`src/hdl/uerr_pkg.sv`:
```
// Package with register map, field layout and types for the uncorrectable error block
package uerr_pkg;

    localparam int ADDR_W = 12;
    localparam int NUM_HDR_DW = 4;

    localparam logic [11:0] OFS_UNCORR_STATUS = 12'h104;
    localparam logic [11:0] OFS_UNCORR_MASK = 12'h108;
    localparam logic [11:0] OFS_UNCORR_SEVERITY = 12'h10c;
    localparam logic [11:0] OFS_HDR_LOG0 = 12'h11c;
    localparam logic [11:0] OFS_FIRST_ERR = 12'h118;
    localparam logic [11:0] OFS_IRQ_STATUS = 12'h180;
    localparam logic [11:0] OFS_IRQ_CLEAR = 12'h184;
    localparam logic [11:0] OFS_IRQ_ENABLE = 12'h188;

    // Supported error bits
    localparam int BIT_TRAINING = 0;
    localparam int BIT_DLL_PROTO = 4;
    localparam int BIT_POISONED = 12;
    localparam int BIT_FC_PROTO = 13;
    localparam int BIT_CPL_TIMEOUT = 14;
    localparam int BIT_CPL_ABORT = 15;
    localparam int BIT_UNEXP_CPL = 16;
    localparam int BIT_RX_OVERFLOW = 17;
    localparam int BIT_MALFORMED = 18;
    localparam int BIT_ECRC = 19;
    localparam int BIT_UNSUP_REQ = 20;
    localparam int BIT_ACS = 21;

    localparam logic [31:0] UERR_IMPL_MASK = 32'h003f_f011;
    localparam logic [31:0] MASK_RESET = 32'h0000_0000;
    localparam logic [31:0] SEVERITY_RESET = 32'h0006_2011;

    // Interrupt status bits
    localparam int IRQ_W = 3;
    localparam int IRQ_BIT_ERROR = 0;
    localparam int IRQ_BIT_FATAL = 1;
    localparam int IRQ_BIT_NONFATAL = 2;

    typedef enum logic [1:0] {
        MSG_NONE,
        MSG_NONFATAL,
        MSG_FATAL
    } msg_kind_t;

    typedef struct packed {
        logic valid;
        msg_kind_t kind;
        logic [4:0] err_bit;
    } err_msg_t;

    typedef struct packed {
        logic [31:0] dw0;
        logic [31:0] dw1;
        logic [31:0] dw2;
        logic [31:0] dw3;
    } tlp_hdr_t;

    function automatic logic [4:0] lowest_set(input logic [31:0] v);
        logic [4:0] idx;
        idx = 5'd0;
        for (int i = 31; i >= 0; i--) begin
            if (v[i]) begin
                idx = 5'(i);
            end
        end
        return idx;
    endfunction

endpackage

```
`src/hdl/uerr_apb_slave.sv`:
```
// APB slave front end: decodes a transfer into one-cycle write and read strobes
`timescale 1ns/1ps
module uerr_apb_slave
    import uerr_pkg::*;
(
    input wire logic pclk,
    input wire logic presetn,
    input wire logic psel,
    input wire logic penable,
    input wire logic pwrite,
    input wire logic [ADDR_W-1:0] paddr,
    input wire logic [31:0] pwdata,
    input wire logic [31:0] rd_value,
    input wire logic rd_hit,
    output logic wr_stb,
    output logic rd_stb,
    output logic [ADDR_W-1:0] addr,
    output logic [31:0] wdata,
    output logic pready,
    output logic pslverr,
    output logic [31:0] prdata
);
    logic next_pready;
    logic next_pslverr;
    logic [31:0] next_prdata;
    logic access;

    // Answers one cycle into the access phase; the done cycle is the pready edge
    assign access = psel && penable && !pready;
    assign wr_stb = access && pwrite;
    assign rd_stb = access && !pwrite;
    assign addr = paddr;
    assign wdata = pwdata;

    always_comb begin
        next_pready = access;
        next_pslverr = access && !rd_hit;
        next_prdata = (rd_stb && rd_hit) ? rd_value : 32'h0000_0000;
    end

    always_ff @(posedge pclk or negedge presetn) begin
        if (!presetn) begin
            pready <= 1'b0;
            pslverr <= 1'b0;
            prdata <= 32'h0000_0000;
        end else begin
            pready <= next_pready;
            pslverr <= next_pslverr;
            prdata <= next_prdata;
        end
    end
endmodule

```
`src/hdl/uerr_hdr_log.sv`:
```
// Header log: captures four header doublewords of the first logged error
`timescale 1ns/1ps
module uerr_hdr_log
    import uerr_pkg::*;
(
    input wire logic pclk,
    input wire logic sticky_rstn,
    input wire logic capture,
    input wire tlp_hdr_t hdr_in,
    input wire logic [1:0] rd_idx,
    output logic [31:0] rd_dw
);
    logic [31:0] log_mem [NUM_HDR_DW];
    logic [31:0] next_mem [NUM_HDR_DW];

    always_comb begin
        for (int i = 0; i < NUM_HDR_DW; i++) begin
            next_mem[i] = log_mem[i];
        end
        if (capture) begin
            // Header bytes arrive big-endian, byte 0 in bits 31:24
            next_mem[0] = hdr_in.dw0;
            next_mem[1] = hdr_in.dw1;
            next_mem[2] = hdr_in.dw2;
            next_mem[3] = hdr_in.dw3;
        end
    end

    always_ff @(posedge pclk or negedge sticky_rstn) begin
        if (!sticky_rstn) begin
            for (int i = 0; i < NUM_HDR_DW; i++) begin
                log_mem[i] <= 32'h0000_0000;
            end
        end else begin
            for (int i = 0; i < NUM_HDR_DW; i++) begin
                log_mem[i] <= next_mem[i];
            end
        end
    end

    assign rd_dw = log_mem[rd_idx];
endmodule

```
`src/hdl/uncorr_error_mask_severity.sv`:
```
// Uncorrectable error mask, severity, status and reporting block with APB registers
// Summary of operation
// Mask bit 0 set keeps a training error out of the header log and error messages.
// Mask bit 4 set keeps a data link protocol error out of the log and messages.
// Mask bit 12 set keeps a poisoned packet, received or generated, out of log and messages.
// Mask bit 13 set keeps a flow control protocol error out of log and messages.
// Mask bit 14 set keeps a completion timeout out of log and messages.
// Mask bit 15 set keeps a completer abort out of log and messages.
// Mask bit 16 set keeps an unexpected completion out of log and messages.
// Mask bit 17 set keeps a receiver overflow out of log and messages.
// Mask bit 18 set keeps a malformed packet out of log and messages.
// Mask bit 19 set keeps an end-to-end CRC error out of log and messages.
// Mask bit 20 set keeps an unsupported request out of log and messages.
// Each supported error has a sticky writable severity bit, one meaning fatal.
// Each error sets its own write-one-to-clear sticky status bit.
// An unmasked error arriving while the log is free captures four header doublewords in big-endian byte order.
// Unmasked errors in one cycle send one message, fatal if any of them is fatal, else non-fatal; status is unmasked.
// Reserved mask and severity bits read zero, ignore writes and affect nothing.
`timescale 1ns/1ps
module uncorr_error_mask_severity
    import uerr_pkg::*;
(
    input wire logic pclk,
    input wire logic presetn,
    input wire logic sticky_rstn,
    input wire logic psel,
    input wire logic penable,
    input wire logic pwrite,
    input wire logic [ADDR_W-1:0] paddr,
    input wire logic [31:0] pwdata,
    output logic pready,
    output logic pslverr,
    output logic [31:0] prdata,
    input wire logic [31:0] err_event,
    input wire tlp_hdr_t err_hdr,
    output err_msg_t err_msg,
    output logic irq
);
    logic wr_stb;
    logic rd_stb;
    logic [ADDR_W-1:0] addr;
    logic [31:0] wdata;
    logic [31:0] rd_value;
    logic rd_hit;
    logic [31:0] hdr_dw;

    logic [31:0] mask_reg;
    logic [31:0] sev_reg;
    logic [31:0] status_reg;
    logic [4:0] first_ptr;
    logic log_valid;
    logic [IRQ_W-1:0] irq_status;
    logic [IRQ_W-1:0] irq_enable;

    logic [31:0] next_mask;
    logic [31:0] next_sev;
    logic [31:0] next_status;
    logic [4:0] next_first_ptr;
    logic next_log_valid;
    logic [IRQ_W-1:0] next_irq_status;
    logic [IRQ_W-1:0] next_irq_enable;
    err_msg_t next_err_msg;
    logic next_irq;

    logic [31:0] events;
    logic [31:0] reportable;
    logic [31:0] fatal_ev;
    logic [31:0] nonfatal_ev;
    logic capture;
    logic [4:0] ev_idx;
    logic log_release;

    uerr_apb_slave u_apb (
        .pclk(pclk),
        .presetn(presetn),
        .psel(psel),
        .penable(penable),
        .pwrite(pwrite),
        .paddr(paddr),
        .pwdata(pwdata),
        .rd_value(rd_value),
        .rd_hit(rd_hit),
        .wr_stb(wr_stb),
        .rd_stb(rd_stb),
        .addr(addr),
        .wdata(wdata),
        .pready(pready),
        .pslverr(pslverr),
        .prdata(prdata)
    );

    // Only implemented error bits take part
    assign events = err_event & UERR_IMPL_MASK;
    // A set mask bit removes the error from logging and messaging
    assign reportable = events & ~mask_reg;
    assign fatal_ev = reportable & sev_reg;
    assign nonfatal_ev = reportable & ~sev_reg;
    assign ev_idx = lowest_set(reportable);
    // Clearing the logged error's status frees the log at once, so a new error still lands
    assign log_release = wr_stb && (addr == OFS_UNCORR_STATUS) && wdata[first_ptr];
    // Log only while the log is free, so the first error's header is kept
    assign capture = (|reportable) && (!log_valid || log_release);

    uerr_hdr_log u_log (
        .pclk(pclk),
        .sticky_rstn(sticky_rstn),
        .capture(capture),
        .hdr_in(err_hdr),
        .rd_idx(2'(addr[3:2] - OFS_HDR_LOG0[3:2])),
        .rd_dw(hdr_dw)
    );

    // Register read mux
    always_comb begin
        rd_value = 32'h0000_0000;
        rd_hit = 1'b1;
        case (addr)
            OFS_UNCORR_STATUS: rd_value = status_reg;
            OFS_UNCORR_MASK: rd_value = mask_reg;
            OFS_UNCORR_SEVERITY: rd_value = sev_reg;
            OFS_FIRST_ERR: rd_value = {27'h000_0000, first_ptr};
            OFS_HDR_LOG0, OFS_HDR_LOG0 + 12'h004, OFS_HDR_LOG0 + 12'h008,
            OFS_HDR_LOG0 + 12'h00c: rd_value = hdr_dw;
            OFS_IRQ_STATUS: rd_value = {{(32-IRQ_W){1'b0}}, irq_status};
            OFS_IRQ_CLEAR: rd_value = 32'h0000_0000;
            OFS_IRQ_ENABLE: rd_value = {{(32-IRQ_W){1'b0}}, irq_enable};
            default: rd_hit = 1'b0;
        endcase
    end

    // Sticky error state: mask, severity, status, log pointer
    always_comb begin
        next_mask = mask_reg;
        next_sev = sev_reg;
        next_status = status_reg;
        next_first_ptr = first_ptr;
        next_log_valid = log_valid;
        if (wr_stb && addr == OFS_UNCORR_MASK) begin
            next_mask = wdata & UERR_IMPL_MASK;
        end
        if (wr_stb && addr == OFS_UNCORR_SEVERITY) begin
            next_sev = wdata & UERR_IMPL_MASK;
        end
        if (wr_stb && addr == OFS_UNCORR_STATUS) begin
            next_status = status_reg & ~(wdata & UERR_IMPL_MASK);
            // Clearing the logged error's status frees the log
            if (wdata[first_ptr]) begin
                next_log_valid = 1'b0;
            end
        end
        // New events win over a simultaneous clear
        next_status = next_status | events;
        if (capture) begin
            next_first_ptr = ev_idx;
            next_log_valid = 1'b1;
        end
    end

    always_ff @(posedge pclk or negedge sticky_rstn) begin
        if (!sticky_rstn) begin
            mask_reg <= MASK_RESET;
            sev_reg <= SEVERITY_RESET;
            status_reg <= 32'h0000_0000;
            first_ptr <= 5'd0;
            log_valid <= 1'b0;
        end else begin
            mask_reg <= next_mask;
            sev_reg <= next_sev;
            status_reg <= next_status;
            first_ptr <= next_first_ptr;
            log_valid <= next_log_valid;
        end
    end

    // Error message and interrupt state
    always_comb begin
        next_err_msg.valid = |reportable;
        next_err_msg.err_bit = ev_idx;
        if (|fatal_ev) begin
            next_err_msg.kind = MSG_FATAL;
        end else if (|nonfatal_ev) begin
            next_err_msg.kind = MSG_NONFATAL;
        end else begin
            next_err_msg.kind = MSG_NONE;
        end
        next_irq_enable = irq_enable;
        next_irq_status = irq_status;
        if (wr_stb && addr == OFS_IRQ_ENABLE) begin
            next_irq_enable = wdata[IRQ_W-1:0];
        end
        if (wr_stb && addr == OFS_IRQ_CLEAR) begin
            next_irq_status = irq_status & ~wdata[IRQ_W-1:0];
        end
        next_irq_status[IRQ_BIT_ERROR] = next_irq_status[IRQ_BIT_ERROR] | (|events);
        next_irq_status[IRQ_BIT_FATAL] = next_irq_status[IRQ_BIT_FATAL] | (|fatal_ev);
        next_irq_status[IRQ_BIT_NONFATAL] = next_irq_status[IRQ_BIT_NONFATAL] | (|nonfatal_ev);
        next_irq = |(next_irq_status & next_irq_enable);
    end

    always_ff @(posedge pclk or negedge presetn) begin
        if (!presetn) begin
            err_msg <= '0;
            irq_status <= '0;
            irq_enable <= '0;
            irq <= 1'b0;
        end else begin
            err_msg <= next_err_msg;
            irq_status <= next_irq_status;
            irq_enable <= next_irq_enable;
            irq <= next_irq;
        end
    end
endmodule

```
`config.mk`:
```
export PLATFORM = sky130hd
export DESIGN_NAME = uncorr_error_mask_severity
export DESIGN_NICKNAME = d
export VERILOG_FILES = /design/src/hdl/uerr_pkg.sv /design/src/hdl/uerr_apb_slave.sv /design/src/hdl/uerr_hdr_log.sv /design/src/hdl/uncorr_error_mask_severity.sv
export SDC_FILE = /design/constraint.sdc
export NUM_CORES = 1
export LEC_CHECK = 0
export BUFFER_PORTS_ARGS = -buffer_cell sky130_fd_sc_hd__buf_4
export CORE_MARGIN = 3
export CORE_UTILIZATION = 54
export CTS_CLUSTER_SIZE = 25
export DETAILED_ROUTE_END_ITERATION = 8
export PLACE_DENSITY = 0.81
export SETUP_SLACK_MARGIN = 0.2
export SYNTH_ARGS = -nofsm -noshare
export SYNTH_HDL_FRONTEND = slang
export SYNTH_HIERARCHICAL = 1
export SYNTH_SLANG_ARGS = --single-unit
```
`constraint.sdc`:
```
create_clock -name pclk -period 4.4 [get_ports pclk]
set_clock_uncertainty 0.15 [all_clocks]
set_input_delay 0 -clock pclk [delete_from_list [all_inputs] [get_ports pclk]]
set_output_delay 0 -clock pclk [all_outputs]
set_load 0.05 [all_outputs]
```
==> results_dict.tcl, run 1 <==
set metrics [dict create \
    grt_antenna_before_repair 2 \
    post_route_cells_drive_above_1_share_pct 42.8 \
    clock_tree.root_cell "sky130_fd_sc_hd__clkbuf_16" \
    post-route-cell-area_um2 14600 \
    timing.slew.headroom_pct 29.5 \
    grt_pass1_vias 8911 \
    num_vias 7987 \
    cts.path.max_buffers 3 \
    cts_tree "yes" \
    antenna_violating_nets_post_route 0 \
    top_usage_layer "met2" \
    grt_util_met2_pct 49.2 \
    worstSetupStartpointType "input port" \
    dr_vias_cell 5.71 \
    globalRoute.totalOverflow 0 \
    net_count_of_the_mapped_netlist 975 \
    floorplan.rows 50 \
    place.detailed.instances 1179 \
    endpoint_kind "register" \
    max_flop_register "u_log/log_mem" \
    worst_path_largest_cell_delay_ns 0.63 \
    grt_util_met3_pct 6.29 \
    maximum_number_of_pins_on_one_net_before_global_route_repair 87 \
    maxCapViolations 0 \
    post_synth_inst_count 761 \
    outcome "finished clean" \
    total_i_o_pin_count 253 \
    detailedRoute.firstIterationViolations 559 \
    cts_buffer_count 23 \
    synthesis.yosys.warnings 6 \
    postLayoutCoreUtil_pct 77.5 \
    post-cts-setup-buffers 0 \
    route.final.wire_length_mm 30.6 \
    max-vdd-ir-drop_uv 255 \
    report.final.hold_viol_count 0 \
    setup.reg_to_reg.worst_slack_ns 0.70 \
    nets 1339 \
    die_height_um 145 \
    layout-area-overhead-vs-synth_pct 39.5 \
    aggregate_global_route_resource_usage_pct 28.8 \
    global_route_wire_length_before_repair_mm 48.6 \
    crit_required_ns 4.63 \
    worst_setup_hold_path_clk_slew_ns 0.06 \
    gp_routability_congestion 0.916 \
    critPathKind "in -> reg" \
    place.port_buffers 232 \
    static-leakage-power_nw 6.63 \
    detailed_place_hpwl_mm 18.0 \
    cts-hold-fix-buffers 181 \
    hp-class "in -> reg" \
    timing.final.ws_setup_ns 0.629 \
    achievable-frequency_mhz 265 \
    largest_register_ffs 128 \
    die_area_um2 21100 \
    pwr_dens_nw_per_um2 317 \
    postSynthAreaPerCell_um2 13.8 \
    gr-usage-met1_pct 35.8 \
    timing.final.crit_share_pct 85.7 \
    max_slew.worst_pin.slew_ns 1.06 \
    critical_path_arrival_ns 4.00 \
    dr.pass1.iters 5 \
    fin_setup_tns_ns 0 \
    core_um2 18900 \
    critPathMostFrequentCell "sky130_fd_sc_hd__dlygate4sd3_1" \
    slew_viol_final 0 \
    critical-path-top-delay-family "buffers and inverters" \
    wire_per_inst_um 21.8 \
    layout_top_registers "u_log/log_mem: 128 flops, u_apb/prdata: 32 flops" \
    total_cell_area_at_the_placement_stage_um2 12000 \
    finalCriticalPeriod_ns 3.77 \
    clock_sink_count 219 \
    cts_repair_resizes 0 \
    insertion_delay_ns 0.51 \
    cp_max_fo 7 \
    floorplan.initialDensity_pct 55.6 \
    dpl_worst_slack_ns 0.781 \
    instances_no_fill 1400 \
    worstPathBufferInverterCount 5 \
    worstPathCellList "dlygate4sd3_1 > buf_4 > or3b_2 > dlygate4sd3_1 > nor3_2 > dlygate4sd3_1 > nand4_1 > dlygate4sd3_1 > nand2_1 > nand2_1 > a221o_1" \
    cts.htree.levels 1 \
    post_synth_instance_area_um2 10500 \
    unrepaired_setup_endpoints_after_global_routing "no" \
    report.final.setup_viol 0 \
    critical_path.slowest_cell "sky130_fd_sc_hd__dlygate4sd3_1" \
    die_x_extent_um 145 \
    route.detailed.drc 0 \
]
report_power, final:
part | switching [mW] | internal (mW) | leakage (nW) | total, mW
Combinational | 0.223 | 0.341 | 3.62 | 0.564
Sequential | 0.0386 | 2.08 | 2.64 | 2.12
Clock | 0.784 | 1.17 | 0.375 | 1.95
per-layer routing:
| metal | part of all wire, % | up-vias |
|---|---|---|
| met5 | 0 | - |
| met4 | 3.8 | 0 |
| li1 | - | 3491 |
| met3 | 7.4 | 97 |
| met2 | 50 | 399 |
| met1 | 39 | 4000 |
worst register-to-register path, cell delays in order, from the launching register on:
cell	delay, ns
sky130_fd_sc_hd__dfrtp_1	0.37
sky130_fd_sc_hd__and3b_1	0.23
sky130_fd_sc_hd__and2_1	0.30
sky130_fd_sc_hd__or4bb_1	0.49
sky130_fd_sc_hd__nor3_2	0.22
sky130_fd_sc_hd__o2111a_1	0.31
sky130_fd_sc_hd__o31ai_2	0.12
sky130_fd_sc_hd__a21oi_4	0.20
sky130_fd_sc_hd__buf_4	0.67
sky130_fd_sc_hd__mux2_2	0.52
stage by stage:
stage                     power [mW]  hold slack (ns)
after detailed placement        2.57          -0.0418
after global placement          2.56          -0.0443
final                           4.64           0.0416
after CTS                       4.64          0.00286
after floorplan                 2.37           -0.446
after global routing            4.80           0.0618
final timing paths:
check | startpoint | endpoint | cells past startpoint
max reg2reg | u_apb/pready | u_log/log_mem[120] | 9
min in group asynchronous | sticky_rstn | u_log/log_mem[120] | 3
max | paddr[9] | irq | 11
max in group asynchronous | sticky_rstn | sev_reg[4] | 4
min reg2reg | u_log/log_mem[127] | u_log/log_mem[127] | 1
min | paddr[0] | irq_status[0] | 6
cell type report:
| class | instances | area [um2] |
|---|---|---|
| antenna | 2 | 5.00 |
| clock buffer | 32 | 669 |
| clock inverter | 6 | 83.8 |
| fill | 1103 | 4250 |
| inverter | 20 | 75.1 |
| multi-input combinational | 439 | 4310 |
| sequential | 219 | 5490 |
| tap | 260 | 325 |
| timing repair buffer | 422 | 3690 |
layout by cell type (no fill, tap or decap), types with 4 or more instances in the layout:
| cell | instances |
|---|---|
| sky130_fd_sc_hd__dfrtp_1 | 214 |
| sky130_fd_sc_hd__a2111oi_0 | 4 |
| sky130_fd_sc_hd__nand2b_1 | 4 |
| sky130_fd_sc_hd__inv_1 | 19 |
| sky130_fd_sc_hd__clkbuf_16 | 23 |
| sky130_fd_sc_hd__dlygate4sd3_1 | 179 |
| sky130_fd_sc_hd__and2_1 | 22 |
| sky130_fd_sc_hd__mux4_2 | 32 |
| sky130_fd_sc_hd__clkbuf_8 | 6 |
| sky130_fd_sc_hd__a22o_1 | 5 |
| sky130_fd_sc_hd__nand2_1 | 34 |
| sky130_fd_sc_hd__nor3_1 | 5 |
| sky130_fd_sc_hd__nand4_1 | 4 |
| sky130_fd_sc_hd__and3_1 | 32 |
| sky130_fd_sc_hd__nor2b_1 | 15 |
| sky130_fd_sc_hd__mux2_2 | 155 |
| sky130_fd_sc_hd__a22oi_1 | 26 |
| sky130_fd_sc_hd__nor4_1 | 7 |
| sky130_fd_sc_hd__mux4_1 | 7 |
| sky130_fd_sc_hd__a222oi_1 | 5 |
| sky130_fd_sc_hd__a21o_1 | 12 |
| sky130_fd_sc_hd__buf_4 | 237 |
| sky130_fd_sc_hd__ha_1 | 4 |
| sky130_fd_sc_hd__mux2i_1 | 4 |
| sky130_fd_sc_hd__o21ai_0 | 5 |
| sky130_fd_sc_hd__dfstp_2 | 5 |
| sky130_fd_sc_hd__nor2_1 | 13 |
| sky130_fd_sc_hd__buf_12 | 4 |
Note: power is estimated with default switching activity, not from simulation.
==> run 2: changes to the inputs <==
PLACE_DENSITY = 0.82   (was 0.81)
SKIP_CTS_REPAIR_TIMING = 1   (was unset)
SYNTH_HIERARCHICAL = unset   (was 1)
==> run 2 against run 1 <==
Against the previous run:
- the flow now finishes with violations (hold timing)
- design area increased by 0.71%
- critical path depth decreased by 3
- via count up 0.15%
- synthesized cell count down 6.7%
- register-to-register slack improved by 0.46 ns
- utilization increased by 3.2 points
- sequential power fell by 5%
- critical endpoint is now status_reg[13]
==> results_dict.tcl, run 2 <==
set metrics [dict create \
    crit_required_ns 4.63 \
    yosysSeqAreaShare_pct 53.9 \
    worstRegToRegCells 8 \
    wire_per_inst_um 23.2 \
    worst_path_largest_cell_delay_ns 0.59 \
    unrepaired_setup_endpoints_after_global_routing "no" \
    yosys.area.top_type_share_pct 52.6 \
    core_um2 18300 \
    die_x_extent_um 143 \
    timing.rr.end "status_reg[13]" \
    yosysTopAreaCell "sky130_fd_sc_hd__dfrtp_1" \
    dr.pass1.iters 8 \
    floorplan.initialDensity_pct 55.7 \
    outcome "finished with violations" \
    most-common-layout-cells "240 x sky130_fd_sc_hd__buf_4, 214 x sky130_fd_sc_hd__dfrtp_1, 179 x sky130_fd_sc_hd__dlygate4sd3_1, 79 x sky130_fd_sc_hd__mux2_4, 75 x sky130_fd_sc_hd__mux2_2" \
    cts.path.max_buffers 3 \
    layout_top_registers "u_log.log_mem: 128 flops, u_apb.prdata: 32 flops" \
    critical_path_arrival_ns 3.47 \
    hp-class "in -> async" \
    achievable-frequency_mhz 309 \
    gp_routability_congestion 0.900 \
    worst_setup_hold_path_clk_slew_ns 0.06 \
    pwr_dens_nw_per_um2 301 \
    largest_register_ffs 128 \
    die_area_um2 20500 \
    total_i_o_pin_count 253 \
    worstPathCellList "nand3b_1 > dlygate4sd3_1 > inv_1 > and2_1 > and3_1 > nand2_1 > a21o_1 > dlygate4sd3_1" \
    clock_sink_count 219 \
    net_count_of_the_mapped_netlist 924 \
    postSynthAreaPerCell_um2 14.3 \
    detailed_place_hpwl_mm 18.9 \
    mostFrequentLayoutCell "sky130_fd_sc_hd__buf_4" \
    critPathMostFrequentCell "sky130_fd_sc_hd__dlygate4sd3_1" \
    aggregate_global_route_resource_usage_pct 25.9 \
    grt_antenna_before_repair 3 \
    timing.slew.headroom_pct 42.0 \
    report.final.setup_viol 0 \
    clock_tree.root_cell "sky130_fd_sc_hd__clkbuf_16" \
    fin_worst_hold_slack_ns -0.0134 \
    r2r_start "u_apb.pready" \
    synth_async_sr_flop_share_pct 100 \
    critical-path-top-delay-family "buffers and inverters" \
    fin_setup_tns_ns 0 \
    number_of_enable_flip_flop_cells_after_synthesis 0 \
    synth_top_cells_by_area "sky130_fd_sc_hd__dfrtp_1 53%, sky130_fd_sc_hd__mux2_4 12%, sky130_fd_sc_hd__mux2_2 8.3%" \
    report.final.hold_viol_count 5 \
    synthesis.yosys.warnings 0 \
    post_synth_inst_count 710 \
    post_synth_instance_area_um2 10200 \
    timing.final.crit_share_pct 73.7 \
    setup.reg_to_reg.worst_slack_ns 1.16 \
    violations_in_the_final_reports "hold timing" \
    max-vdd-ir-drop_uv 288 \
    static-leakage-power_nw 7.31 \
    cts_buffer_count 23 \
    num_vias 7999 \
    post-route-cell-area_um2 14700 \
    synth_most_common_cell "sky130_fd_sc_hd__dfrtp_1" \
    layout-area-overhead-vs-synth_pct 44.8 \
    critPathKind "reg -> reg" \
    max_slew.worst_pin.slew_ns 0.870 \
    slew_viol_final 0 \
    global_route_wire_length_before_repair_mm 41.5 \
    die_height_um 143 \
    place.port_buffers 232 \
    antenna_violating_nets_post_route 0 \
    ys.flop_type "sky130_fd_sc_hd__dfrtp_1" \
    number_of_library_cell_types_mapped_by_synthesis 50 \
    dr_vias_cell 5.83 \
    route.final.wire_length_mm 31.9 \
    grt_pass1_vias 7738 \
    maxCapViolations 0 \
    ffs_latches_synth 219 \
    post_route_cells_drive_above_1_share_pct 42.5 \
    floorplan.rows 49 \
    nets 1338 \
    insertion_delay_ns 0.51 \
    worstSetupStartpointType "register" \
    cts_tree "yes" \
    globalRoute.totalOverflow 0 \
    cp_max_fo 12 \
    worstPathBufferInverterCount 3 \
    maximum_number_of_pins_on_one_net_before_global_route_repair 95 \
    detailedRoute.firstIterationViolations 741 \
    cts.htree.levels 1 \
    endpoint_kind "register" \
    total_cell_area_at_the_placement_stage_um2 12200 \
    yosys-top-cells-count "214 x sky130_fd_sc_hd__dfrtp_1, 79 x sky130_fd_sc_hd__mux2_4, 75 x sky130_fd_sc_hd__mux2_2" \
    finalCriticalPeriod_ns 3.24 \
    max_flop_register "u_log.log_mem" \
    route.detailed.drc 0 \
    critical_path.slowest_cell "sky130_fd_sc_hd__dlygate4sd3_1" \
]
==> run 2: cells by family (layout without fill, tap and decap cells) <==
group | after synthesis | in the layout | share of synthesized area, %
other | 0 | 4 | 0
AND/OR/NAND/NOR | 140 | 140 | 7.42
buffers and inverters | 55 | 485 | 2.94
multiplexers | 205 | 205 | 28.9
flip-flops | 219 | 219 | 53.9
adder cells (fa/ha/maj) | 4 | 4 | 0.492
AO/OA/AOI/OAI | 87 | 87 | 6.37
==> run 2: metal layers <==
| layer | track usage, % | wire, um | up-vias |
|---|---|---|---|
| met5 | 0 | 0 | - |
| met1 | 31.5 | 11600 | 4000 |
| met2 | 46.0 | 16900 | 429 |
| met3 | 5.46 | 2010 | 110 |
| li1 | - | - | 3460 |
| met4 | 8.92 | 1310 | 0 |
==> run 2: worst max path at each step <==
stage	from	end	slack, ns	cells after the start
detailed placement	first_ptr[0]	u_log.log_mem[101]	1.36	8
floorplan	paddr[2]	u_apb.prdata[1]	1.80	12
global placement	first_ptr[0]	u_log.log_mem[122]	1.36	8
CTS	first_ptr[0]	u_log.log_mem[101]	1.33	8
finish	u_apb.pready	status_reg[13]	1.16	8
global route	u_apb.pready	status_reg[15]	1.06	8
==> run 2: layout make-up <==
| type | instances | area, um2 |
|---|---|---|
| flip-flops and latches | 219 | 5490 |
| multi-input cells | 436 | 4400 |
| repair buffers | 426 | 3720 |
| fillers | 971 | 3520 |
| clock buffers | 32 | 669 |
| well taps | 229 | 287 |
| clock inverters | 9 | 98.8 |
| inverters | 18 | 67.6 |
| diodes | 4 | 10.0 |
==> run 2: through the flow <==
stage                     hold WS (ns)  setup slack (ns)  util [%]  cells  power (mW)
after global routing           0.00681              1.06      80.7   1372        4.58
after CTS                       -0.589              1.33      70.7   1189        4.33
final                          -0.0134              1.16      80.7   1373        4.44
after floorplan                 -0.446              1.80         -    710        2.14
after global placement         -0.0617              1.36      66.5   1148        2.35
after detailed placement       -0.0532              1.36      66.5   1148        2.36
==> run 2: report_power, final <==
| group | internal, mW | leakage [nW] | switching [mW] |
|---|---|---|---|
| clock network | 1.18 | 0.386 | 0.813 |
| registers | 2.02 | 2.93 | 0.00322 |
| logic | 0.246 | 3.99 | 0.184 |
